`src/design/bms_pkg.sv`:
```
// constants, types and state carriers for the bridge measurement sequencer
// assumes one 20 MHz clock and a synchronous active-high reset
package bms_pkg;
    localparam int CLK_HZ = 20_000_000;
    localparam int STARTUP_WINDOW_US = 10_000;
    localparam int STARTUP_WINDOW_CYC = STARTUP_WINDOW_US * (CLK_HZ / 1_000_000);
    localparam int CHOP_PERIOD_NS = 2_000;
    localparam int CHOP_PERIOD_CYC = (CHOP_PERIOD_NS * (CLK_HZ / 1_000_000) + 999) / 1_000;
    localparam int CMD_PULSES = 4;

    localparam logic [7:0] ADDR_CONFIG = 8'h00;
    localparam logic [7:0] ADDR_CLAMP_LO = 8'h04;
    localparam logic [7:0] ADDR_CLAMP_HI = 8'h08;
    localparam logic [7:0] ADDR_STATUS = 8'h0C;
    localparam logic [7:0] ADDR_PRES_RES = 8'h10;
    localparam logic [7:0] ADDR_TEMP_RES = 8'h14;
    localparam logic [7:0] ADDR_DAC_CODE = 8'h18;
    localparam logic [1:0] COEF_PAGE = 2'h1;

    localparam int CFG_GAIN_LSB = 0;
    localparam int CFG_CHOP = 2;
    localparam int CFG_ZSHIFT_LSB = 3;
    localparam int CFG_BRIDGE_INV = 5;
    localparam int CFG_TEMP_EXT = 6;
    localparam int CFG_TEMP_EN = 7;
    localparam int CFG_OUT_DIGITAL = 8;
    localparam int CFG_WIRE_CALIB = 9;
    localparam int CFG_BUF_OFS_DIS = 10;
    localparam logic [15:0] CFG_RESET = 16'h0080;
    localparam logic [11:0] CLAMP_LO_RESET = 12'h000;
    localparam logic [11:0] DAC_MAX = 12'h9FF;

    localparam int COEF_DEPTH = 16;
    localparam int COEF_AW = 4;
    localparam int DW = 16;

    typedef enum logic [1:0] {
        SRC_EXT_DIODE = 2'h0,
        SRC_INT_JUNCTION = 2'h1,
        SRC_SHORT = 2'h2,
        SRC_BRIDGE = 2'h3
    } bms_src_t;

    typedef enum logic [2:0] {
        ST_S_PRES = 3'h0,
        ST_S_PAZ = 3'h1,
        ST_S_TEMP = 3'h2,
        ST_S_TAZ = 3'h3,
        ST_L_PRES1 = 3'h4,
        ST_L_TEMP = 3'h5,
        ST_L_PRES2 = 3'h6,
        ST_L_PAZ = 3'h7
    } bms_step_t;

    typedef struct packed {
        logic [1:0] gain;
        logic chop_en;
        logic chop_phase;
        logic [1:0] zero_shift;
        logic bridge_inv;
        bms_src_t src;
        logic temp_cur_en;
        logic adc_start;
    } bms_afe_t;

    typedef struct packed {
        bms_step_t step;
        logic busy;
        logic start;
        logic chop_phase;
        logic [7:0] chop_cnt;
        logic [15:0] cfg;
        logic [11:0] clamp_lo;
        logic [11:0] clamp_hi;
        logic [15:0] pres_az;
        logic [15:0] temp_az;
        logic [15:0] pres_res;
        logic [15:0] temp_res;
        logic [11:0] dac;
        logic pin_s1;
        logic pin_s2;
        logic pin_prev;
        logic [2:0] pulse_cnt;
        logic cmd_mode;
        logic window;
        logic [23:0] win_cnt;
        logic [15:0] rdata;
        logic rsel_mem;
        logic [15:0] ldata;
        logic lsel_mem;
    } bms_state_t;
endpackage : bms_pkg

```
`src/design/bms_coef_mem.sv`:
```
// coefficient store: one write port, one read port with registered data
// assumes writer and reader on the same clock; contents are not reset
module bms_coef_mem
    import bms_pkg::*;
(
    input wire logic clk,
    input wire logic rst,
    input wire logic we,
    input wire logic [COEF_AW-1:0] waddr,
    input wire logic [DW-1:0] wdata,
    input wire logic [COEF_AW-1:0] raddr,
    output logic [DW-1:0] rdata
);
    logic [DW-1:0] mem [COEF_DEPTH];

    always_ff @(posedge clk) begin
        if (we) begin
            mem[waddr] <= wdata;
        end
    end

    always_ff @(posedge clk) begin
        if (rst) begin
            rdata <= '0;
        end else begin
            rdata <= mem[raddr];
        end
    end
endmodule : bms_coef_mem

```
`src/design/bms_sequencer.sv`:
```
// bridge measurement sequencer: source stepping, settings, results, clamp, pin mode
// assumes an adc that answers each start with one done pulse, and an outside wire engine
//
// Decided for this implementation: the strobed register port and the register addresses.
module bms_sequencer
    import bms_pkg::*;
#(
    parameter int STARTUP_CYCLES = STARTUP_WINDOW_CYC
) (
    input wire logic CLK_SYS,
    input wire logic RESET,
    input wire logic [7:0] BUS_ADDR,
    input wire logic [15:0] BUS_WDATA,
    input wire logic BUS_WR,
    input wire logic BUS_RD,
    output logic [15:0] BUS_RDATA,
    output bms_afe_t AFE_CTRL,
    input wire logic ADC_DONE,
    input wire logic [15:0] ADC_DATA,
    input wire logic CORR_VALID,
    input wire logic [11:0] CORR_VALUE,
    output logic [11:0] DAC_CODE,
    output logic ANALOG_DRV_EN,
    output logic BUF_OFS_CORR_EN,
    output logic WIRE_CALIB_MODE,
    output logic CMD_MODE,
    input wire logic PIN_IN,
    output logic PIN_OUT,
    output logic PIN_OE,
    input wire logic WIRE_TX_DATA,
    input wire logic WIRE_TX_EN,
    input wire logic WIRE_WR,
    input wire logic WIRE_RD,
    input wire logic [7:0] WIRE_ADDR,
    input wire logic [15:0] WIRE_WDATA,
    output logic [15:0] WIRE_RDATA
);
    bms_state_t q;
    bms_state_t d;
    logic [15:0] mem_rdata;
    logic mem_we;
    logic [COEF_AW-1:0] mem_waddr;
    logic [COEF_AW-1:0] mem_raddr;
    logic [15:0] mem_wdata;
    logic [7:0] wr_addr;
    logic [15:0] wr_data;
    logic wr_en;
    logic wire_wr_ok;
    logic wire_rd_ok;
    logic [15:0] diff;
    logic [11:0] clamped;

    function automatic logic [15:0] reg_read(input bms_state_t s, input logic [7:0] a);
        logic [15:0] v;
        v = 16'h0000;
        case (a)
            ADDR_CONFIG: v = s.cfg;
            ADDR_CLAMP_LO: v = {4'h0, s.clamp_lo};
            ADDR_CLAMP_HI: v = {4'h0, s.clamp_hi};
            ADDR_STATUS: v = {10'h000, s.window, s.cmd_mode, s.busy, s.step};
            ADDR_PRES_RES: v = s.pres_res;
            ADDR_TEMP_RES: v = s.temp_res;
            ADDR_DAC_CODE: v = {4'h0, s.dac};
            default: v = 16'h0000;
        endcase
        return v;
    endfunction : reg_read

    function automatic bms_step_t next_step(input bms_step_t s, input logic temp_en);
        bms_step_t n;
        n = ST_L_PRES1;
        case (s)
            ST_S_PRES: n = ST_S_PAZ;
            ST_S_PAZ: n = temp_en ? ST_S_TEMP : ST_L_PRES1;
            ST_S_TEMP: n = ST_S_TAZ;
            ST_S_TAZ: n = ST_L_PRES1;
            ST_L_PRES1: n = temp_en ? ST_L_TEMP : ST_L_PRES2;
            ST_L_TEMP: n = ST_L_PRES2;
            ST_L_PRES2: n = ST_L_PAZ;
            ST_L_PAZ: n = ST_L_PRES1;
            default: n = ST_S_PRES;
        endcase
        return n;
    endfunction : next_step

    // wire access only once command mode has been entered at power-up
    assign wire_wr_ok = WIRE_WR && q.cmd_mode;
    assign wire_rd_ok = WIRE_RD && q.cmd_mode;
    // the bus wins a same-cycle write; the wire engine must retry
    assign wr_en = BUS_WR || wire_wr_ok;
    assign wr_addr = BUS_WR ? BUS_ADDR : WIRE_ADDR;
    assign wr_data = BUS_WR ? BUS_WDATA : WIRE_WDATA;
    assign mem_we = wr_en && (wr_addr[7:6] == COEF_PAGE) && (wr_addr[1:0] == 2'h0);
    assign mem_waddr = wr_addr[5:2];
    assign mem_wdata = wr_data;
    assign mem_raddr = BUS_RD ? BUS_ADDR[5:2] : WIRE_ADDR[5:2];
    assign diff = ADC_DATA - (q.step == ST_S_TEMP || q.step == ST_L_TEMP ? q.temp_az : q.pres_az);

    always_comb begin
        clamped = CORR_VALUE;
        if (CORR_VALUE > q.clamp_hi) begin
            clamped = q.clamp_hi;
        end else if (CORR_VALUE < q.clamp_lo) begin
            clamped = q.clamp_lo;
        end
        if (clamped > DAC_MAX) begin
            clamped = DAC_MAX;
        end
    end

    always_comb begin
        d = q;
        d.start = 1'b0;
        // measurement stepping
        if (!q.busy) begin
            d.busy = 1'b1;
            d.start = 1'b1;
            d.chop_cnt = 8'h00;
        end else if (ADC_DONE) begin
            d.busy = 1'b0;
            case (q.step)
                ST_S_PRES, ST_L_PRES1, ST_L_PRES2: d.pres_res = diff;
                ST_S_TEMP, ST_L_TEMP: d.temp_res = diff;
                ST_S_PAZ, ST_L_PAZ: d.pres_az = ADC_DATA;
                ST_S_TAZ: d.temp_az = ADC_DATA;
                default: d.pres_az = q.pres_az;
            endcase
            d.step = next_step(q.step, q.cfg[CFG_TEMP_EN]);
        end
        // chopper divider runs only inside a conversion
        if (q.busy && q.cfg[CFG_CHOP]) begin
            if (q.chop_cnt == 8'(CHOP_PERIOD_CYC - 1)) begin
                d.chop_cnt = 8'h00;
                d.chop_phase = ~q.chop_phase;
            end else begin
                d.chop_cnt = q.chop_cnt + 8'h01;
            end
        end else if (!q.cfg[CFG_CHOP]) begin
            d.chop_phase = 1'b0;
        end
        // power-up window: pin released, pulses counted
        d.pin_s1 = PIN_IN;
        d.pin_s2 = q.pin_s1;
        d.pin_prev = q.pin_s2;
        if (q.window) begin
            if (q.win_cnt == 24'(STARTUP_CYCLES - 1)) begin
                d.window = 1'b0;
            end else begin
                d.win_cnt = q.win_cnt + 24'h000001;
            end
            if (q.pin_prev && !q.pin_s2 && q.pulse_cnt != 3'(CMD_PULSES)) begin
                d.pulse_cnt = q.pulse_cnt + 3'h1;
            end
            if (q.pulse_cnt == 3'(CMD_PULSES)) begin
                d.cmd_mode = 1'b1;
            end
        end
        if (CORR_VALID) begin
            d.dac = clamped;
        end
        // register writes from bus or wire
        if (wr_en) begin
            case (wr_addr)
                ADDR_CONFIG: d.cfg = wr_data;
                ADDR_CLAMP_LO: d.clamp_lo = wr_data[11:0];
                ADDR_CLAMP_HI: d.clamp_hi = wr_data[11:0];
                default: d.cfg = d.cfg;
            endcase
        end
        d.rdata = reg_read(q, BUS_ADDR);
        d.rsel_mem = BUS_RD && (BUS_ADDR[7:6] == COEF_PAGE);
        d.ldata = wire_rd_ok ? reg_read(q, WIRE_ADDR) : 16'h0000;
        d.lsel_mem = wire_rd_ok && !BUS_RD && (WIRE_ADDR[7:6] == COEF_PAGE);
        if (!BUS_RD) begin
            d.rdata = 16'h0000;
        end
    end

    always_ff @(posedge CLK_SYS) begin
        if (RESET) begin
            q <= '0;
            q.step <= ST_S_PRES;
            q.cfg <= CFG_RESET;
            q.clamp_lo <= CLAMP_LO_RESET;
            q.clamp_hi <= DAC_MAX;
            q.window <= 1'b1;
        end else begin
            q <= d;
        end
    end

    bms_coef_mem u_coef_mem (
        .clk(CLK_SYS),
        .rst(RESET),
        .we(mem_we),
        .waddr(mem_waddr),
        .wdata(mem_wdata),
        .raddr(mem_raddr),
        .rdata(mem_rdata)
    );

    always_comb begin
        AFE_CTRL.gain = q.cfg[CFG_GAIN_LSB +: 2];
        AFE_CTRL.chop_en = q.cfg[CFG_CHOP];
        AFE_CTRL.chop_phase = q.chop_phase;
        AFE_CTRL.zero_shift = q.cfg[CFG_ZSHIFT_LSB +: 2];
        AFE_CTRL.bridge_inv = q.cfg[CFG_BRIDGE_INV];
        AFE_CTRL.adc_start = q.start;
        AFE_CTRL.temp_cur_en = q.busy && (q.step == ST_S_TEMP || q.step == ST_L_TEMP);
        case (q.step)
            ST_S_TEMP, ST_L_TEMP: AFE_CTRL.src = q.cfg[CFG_TEMP_EXT] ? SRC_EXT_DIODE : SRC_INT_JUNCTION;
            ST_S_PAZ, ST_S_TAZ, ST_L_PAZ: AFE_CTRL.src = SRC_SHORT;
            default: AFE_CTRL.src = SRC_BRIDGE;
        endcase
    end

    // analog drive stays off through the window so start pulses can be seen
    assign ANALOG_DRV_EN = !q.window && !q.cmd_mode && !q.cfg[CFG_OUT_DIGITAL];
    assign PIN_OE = !q.window && (q.cmd_mode || q.cfg[CFG_OUT_DIGITAL]) && WIRE_TX_EN;
    assign PIN_OUT = WIRE_TX_DATA;
    assign BUF_OFS_CORR_EN = !q.cfg[CFG_BUF_OFS_DIS];
    assign WIRE_CALIB_MODE = q.cfg[CFG_WIRE_CALIB];
    assign CMD_MODE = q.cmd_mode;
    assign DAC_CODE = q.dac;
    assign BUS_RDATA = q.rsel_mem ? mem_rdata : q.rdata;
    assign WIRE_RDATA = q.lsel_mem ? mem_rdata : q.ldata;
endmodule : bms_sequencer

```
`config.mk`:
```
export PLATFORM = sky130hd
export DESIGN_NAME = bms_sequencer
export DESIGN_NICKNAME = d
export VERILOG_FILES = /design/src/design/bms_pkg.sv /design/src/design/bms_coef_mem.sv /design/src/design/bms_sequencer.sv
export SDC_FILE = /design/constraint.sdc
export NUM_CORES = 1
export LEC_CHECK = 0
export ABC_AREA = 1
export BUFFER_PORTS_ARGS = -buffer_cell sky130_fd_sc_hd__buf_2
export CAP_MARGIN = 20
export CORE_MARGIN = 1
export CORE_UTILIZATION = 39
export CTS_BUF_LIST = sky130_fd_sc_hd__clkbuf_16
export DETAILED_ROUTE_END_ITERATION = 8
export PLACE_DENSITY = 0.67
export REMOVE_ABC_BUFFERS = 1
export SLEW_MARGIN = 20
export SYNTH_ARGS = -nofsm -noshare
export SYNTH_HDL_FRONTEND = slang
export SYNTH_SLANG_ARGS = --single-unit
```
`constraint.sdc`:
```
create_clock -name CLK_SYS -period 7.8 [get_ports CLK_SYS]
set_clock_uncertainty 0.1 [all_clocks]
set_input_delay 1.95 -clock CLK_SYS [delete_from_list [all_inputs] [get_ports CLK_SYS]]
set_output_delay 1.95 -clock CLK_SYS [all_outputs]
set_load 0.03 [all_outputs]
```
# Word level (Yosys, flattened, before mapping)
# Memories as Yosys holds them, arrays and structs flattened. A register that Yosys moved wholly into a read port is not among the register bits.
# Index checks and enable logic that the tools add are counted.
[classes] mul=0 add_sub_neg=4 shift=0 n_bitwise=4 n_lt_le_gt_ge=3 reduce_logical=48 eq_ne=31 n_mux=30 div=0
[ops] op="16-bit one-hot mux with 7 select lines" n=2
[ops] op="16-bit two-way mux" n=4
[ops] op="8-bit by 5-bit equality test with 1-bit output, second input constant" n=6
[ops] op="8-bit by 4-bit equality test with 1-bit output, second input constant" n=5
[ops] op="12-bit two-way mux" n=3
[ops] op="8-bit two-way mux" n=4
[ops] op="25-bit two-way mux" n=1
[ops] op="24-bit by 1-bit adder with 24-bit output, second input constant" n=1
[ops] op="24-bit by 18-bit equality test with 1-bit output, second input constant" n=1
[ops] op="8-bit by 3-bit equality test with 1-bit output, second input constant" n=3
[ops] op="8-bit zero test" n=3
[ops] op="24-bit two-way mux" n=1
[ops] op="3-bit one-hot mux with 7 select lines" n=1
[ops] op="2-bit AND reduction" n=8
[ops] op="16-bit subtractor" n=1
[ops] op="3-bit equality test, second input constant" n=5
[ops] op="1-bit logical AND" n=15
[ops] op="12-bit > comparator" n=1
[ops] op="12-bit > comparator, second input constant" n=1
[ops] op="12-bit < comparator" n=1
[ops] op="3-bit AND reduction" n=4
[ops] op="1-bit two-way mux" n=10
[ops] op="2-bit OR reduction" n=5
[ops] op="8-bit by 1-bit adder with 8-bit output, second input constant" n=1
[ops] op="other kinds (17)" n=33
[totals] memories=1 rom_bits=0 latch_bits=0 output_inout_bits=61 mem_bits_rw=256 regBits=196 word_cells=145
[mem_list] name="u_coef_mem.mem" depth=16 width=16 rd=1 rd_ports_with_merged_regs=1 wr=1 line_no="bms_coef_mem.sv:14" text="logic [DW-1:0] mem [COEF_DEPTH];"

# Longest topological paths before layout
[logic_depth] depth_word=6 mapped_depth=21 depth_no_buf=20

# By module
# Synthesis repeated with hierarchy kept, for this count alone.
[unflattened] cells_unflattened=2670 hier_area_um2=22547.9
[by_module_without_submodules] module="bms_sequencer" seq_area_each_um2=3923.8 n_inst=1 area_each_um2=11327.1 cells_per_inst=1626
[by_module_without_submodules] module="bms_coef_mem" seq_area_each_um2=8007.7 n_inst=1 area_each_um2=11220.8 cells_per_inst=1044

# Worst setup path after synthesis
# No wires, ideal clock.
[synth_timing] path_type="input to register" startpoint="input port BUS_WR" endpoint="memory u_coef_mem.mem[11][0] (enable)" path_buffers=2 t_arrival_ns=4.017 path_slack_ns=3.274 required_ns=7.291 setup_ns=0.409 path_stages=7 cell_sequence="buf_4 -> buf_4 -> o21ai_1 -> inv_1 -> nor2_1 -> nand4_1 -> nor3_1"
[synth_between] elab_chain_len=6 elab_cells_between_ends=8 classes_between="eq/ne (1); mux (3); reduce/logical (4)"
[synth_rtl] item="start: declaration" line_no="bms_sequencer.sv:14" text="input wire logic BUS_WR,"
[synth_rtl] item="8-bit two-way mux" line_no="bms_sequencer.sv:91" text="assign wr_addr = BUS_WR ? BUS_ADDR : WIRE_ADDR;"
[synth_rtl] item="2-bit by 1-bit equality test with 1-bit output" line_no="bms_sequencer.sv:93" text="assign mem_we = wr_en && (wr_addr[7:6] == COEF_PAGE) && (wr_addr[1:0] == 2'h0);"
[synth_rtl] item="1-bit logical AND (2 in series)" line_no="bms_sequencer.sv:93"
[synth_rtl] item="1-bit two-way mux" line_no="bms_coef_mem.sv:17" text="if (we) begin"
[synth_rtl] item="1-bit two-way mux (implied by the code)" line_no="bms_coef_mem.sv:18" text="mem[waddr] <= wdata;"
[synth_rtl] item="end: declaration" line_no="bms_coef_mem.sv:14"
# Several ways; a longest one is shown, not always the timed one.

# Worst setup path in the final report
[layout_timing] startpoint="input port WIRE_TX_EN" endpoint="output port PIN_OE"
[layout_between] elab_chain_len=1
[layout_rtl] item="start: declaration" line_no="bms_sequencer.sv:31" text="input wire logic WIRE_TX_EN,"
[layout_rtl] item="1-bit logical AND" line_no="bms_sequencer.sv:219" text="assign PIN_OE = !q.window && (q.cmd_mode || q.cfg[CFG_OUT_DIGITAL]) && WIRE_TX_EN;"
[layout_rtl] item="end: declaration" line_no="bms_sequencer.sv:29" text="output logic PIN_OE,"
# No other way between the ends.

==> results.txt <==
Post-CTS Hold Buffers -> 0
critical path class -> in -> out
Met2 Wirelength -> 31,560 um
CTS buffer count -> 49
H-tree levels -> 2
Cell Area, Synth -> 21,600 sq um
final setup TNS -> 0 ns
first-pass GRT wire length -> 99,760 um
routability congestion estimate -> 0.9303
crit path time final -> 4.438 ns
die width -> 237.4 um
Die Area -> 56,340 sq um
Primary FF master, synth -> edfxtp_1
Max Transition Viols Final -> 0
Least-Margin Pin Slew -> 1.138 ns
Crit Path Max Fanout -> 1
Final Hold Fails -> 0
number of global-route vias before repair -> 16,850
pre-CTS worst setup slack -> 2.872 ns
EDFF count, synth -> 256
post_cts resized -> 0
vias -> 17,710
CTS sink cnt -> 468
Area Growth Syn to Fin -> 12.60%
dpl hpwl -> 44,590 um
HP Class -> reg -> reg
number of routed nets with antenna violations -> 0
CTS Root Cell -> clkbuf_16
Reg clk slew, reported paths -> 0.06 ns
outcome -> finished clean
Std-Cell Rows -> 85
post-synthesis cell type count -> 54
synthesis-stage register bit count -> 468
Data required, critical path -> 5.75 ns
height of the die -> 237.4 um
CP Launch Type -> input pin
core area -> 54,240 sq um
total I/O pin count -> 148
PortBufs -> 145
Iter 0 DRT Violations -> 1,857
Top Layer Used -> met5
M1 WL -> 27,900 um
insertion delay of the later-clocked pin in the worst-skew pair -> 0.61 ns
mean post-synth cell area -> 9.365 sq um
share of the clock period used by the worst path -> 0.5690
vias per inst -> 5.656
DRC -> 0
normalized max-slew margin -> 0.2412
share of cells above drive strength 1 -> 0.1426
gr ovfl total -> 0
WP data arrival -> 2.39 ns
async set-reset flop share out of synthesis -> 0
RSZ-0062 raised after global routing -> false
met3 WL -> 4923 um
CTS max path bufs -> 3
gr usage total -> 0.2306
Routed WL per cell -> 21.23 um
Crit. End Element -> primary output
starting density of the core -> 0.3983
design area -> 24,330 sq um
final worst slack -> 3.362 ns
Post-CTS Setup Repair Bufs -> 0
PwrDens -> 225.4 nW/um^2
placed inst area -> 22,690 sq um
Syn. warnings -> 0
aggregate routed wire length -> 66,470 um
Syn Inst Count -> 2,307
Max-cap violations -> 0
fmax -> 0.2253 GHz
# setup viols final -> 0
CTS tree -> built
largest net degree at the start of global routing -> 119
Leakage -> 9.143 nW
# nets final -> 2,525
Peak VDD IR -> 0.1522 mV
initial antenna violation count -> 4
drt pass-1 iters -> 5
register area share after synthesis -> 0.5523
[sequential cells by signal, summed over array words and instances (netlist names)]
register / cells
u_coef_mem.rdata: 16
q: 172
d: 2
WIRE_CALIB_MODE: 1
CMD_MODE: 1
DAC_CODE: 12
AFE_CTRL: 8
u_coef_mem.mem: 256
[synthesized netlist by cell type, drive strengths merged, types with 5 or more instances]
| master | number | area [sq um] |
|---|---|---|
| a211oi | 6 | 45.04 |
| a21oi | 199 | 1033 |
| a221oi | 8 | 70.07 |
| a41oi | 5 | 43.79 |
| buf | 84 | 559.3 |
| clkbuf | 53 | 200.2 |
| dfxtp | 212 | 4244 |
| edfxtp | 256 | 7687 |
| ha | 42 | 525.5 |
| inv | 215 | 807.0 |
| mux2 | 32 | 360.4 |
| mux2i | 13 | 130.1 |
| nand2 | 294 | 1129 |
| nand3 | 73 | 385.4 |
| nand4 | 21 | 131.4 |
| nor2 | 277 | 1072 |
| nor3 | 24 | 156.4 |
| nor4 | 15 | 100.1 |
| o211ai | 24 | 180.2 |
| o21ai | 293 | 1515 |
| o221ai | 50 | 437.9 |
| o22ai | 59 | 369.1 |
| xnor2 | 17 | 148.9 |
| xor2 | 9 | 78.83 |
[final timing paths]
path	end	cells after the start	from	slack [ns]
min reg2reg	d[63]	2	d[64]	0.30
max reg2reg	q[88]	18	q[194]	4.34
max	PIN_OE	4	WIRE_TX_EN	3.36
min	d[63]	2	d[64]	0.30
[layout make-up]
class,instances,area (sq um)
antenna,1,2.502
clock buffer,50,1251
clock inverter,40,349.1
sequential,468,11930
inverter,218,819.5
fill,5112,29910
multi-input combinational,1484,8135
timing repair buffer,174,967.2
tap,696,870.8
[cell families after synthesis]
group	synth area share
DFF	0.5523
and+or+nand+nor	0.1399
adders and majority gates	0.02525
muxes	0.02270
xor gates and xnor gates	0.01054
buffers and inverters	0.07303
AOI/OAI and AO/OA	0.1763
[critical path, cell delays in order]
cell     delay, ns
buf_2         0.08
o21ai_0       0.06
nor2_1        0.10
buf_2         0.20
[metrics by stage]
| step | utilization | power, mW | hold slack [ns] | std cells |
|---|---|---|---|---|
| floorplan | - | 3.006 | 0.2883 | 2170 |
| global placement | 0.4184 | 3.186 | 0.3063 | 3039 |
| detailed placement | 0.4184 | 3.197 | 0.3005 | 3039 |
| CTS | 0.4479 | 5.513 | 0.3076 | 3129 |
| global route | 0.4485 | 5.659 | 0.3284 | 3131 |
| finish | 0.4485 | 5.484 | 0.3020 | 3131 |
[routing by layer]
layer	vias up	track usage
li1	8224	-
met1	8546	0.3036
met2	783	0.3835
met3	153	0.03914
met4	2	0.07820
met5	-	0
[placed cells by master (no fill, tap or decap), drive strengths merged]
| cell type | netlist | routed |
|---|---|---|
| clkbuf | 53 | 50 |
| xor2 | 9 | 9 |
| xnor2 | 17 | 17 |
| nand3b | 2 | 2 |
| nor3 | 24 | 24 |
| nor4 | 15 | 15 |
| a21oi | 199 | 199 |
| bufinv | 0 | 5 |
| fa | 1 | 1 |
| clkinvlp | 0 | 1 |
| nand4 | 21 | 21 |
| a21boi | 2 | 2 |
| buf | 84 | 174 |
| a21o | 3 | 3 |
| a221oi | 8 | 8 |
| nand3 | 73 | 73 |
| o21ai | 293 | 293 |
| nor3b | 1 | 1 |
| ha | 42 | 42 |
| o31ai | 2 | 2 |
| mux2i | 13 | 13 |
| a31oi | 2 | 2 |
| inv | 215 | 233 |
| nor2 | 277 | 277 |
| edfxtp | 256 | 256 |
| a32o | 2 | 2 |
| o21a | 4 | 4 |
| dfxtp | 212 | 212 |
| a41oi | 5 | 5 |
| diode | 0 | 1 |
| o221ai | 50 | 50 |
| nand2 | 294 | 294 |
| mux2 | 32 | 32 |
| or2 | 4 | 4 |
| o22ai | 59 | 59 |
| a211oi | 6 | 6 |
| clkinv | 3 | 19 |
| o211ai | 24 | 24 |
[power by group]
group	switching (mW)	total, mW	internal (mW)
clock network	0.993	2.33	1.34
registers	0.0309	2.68	2.65
logic	0.339	0.475	0.136
Power figures use the tool's default switching activity.
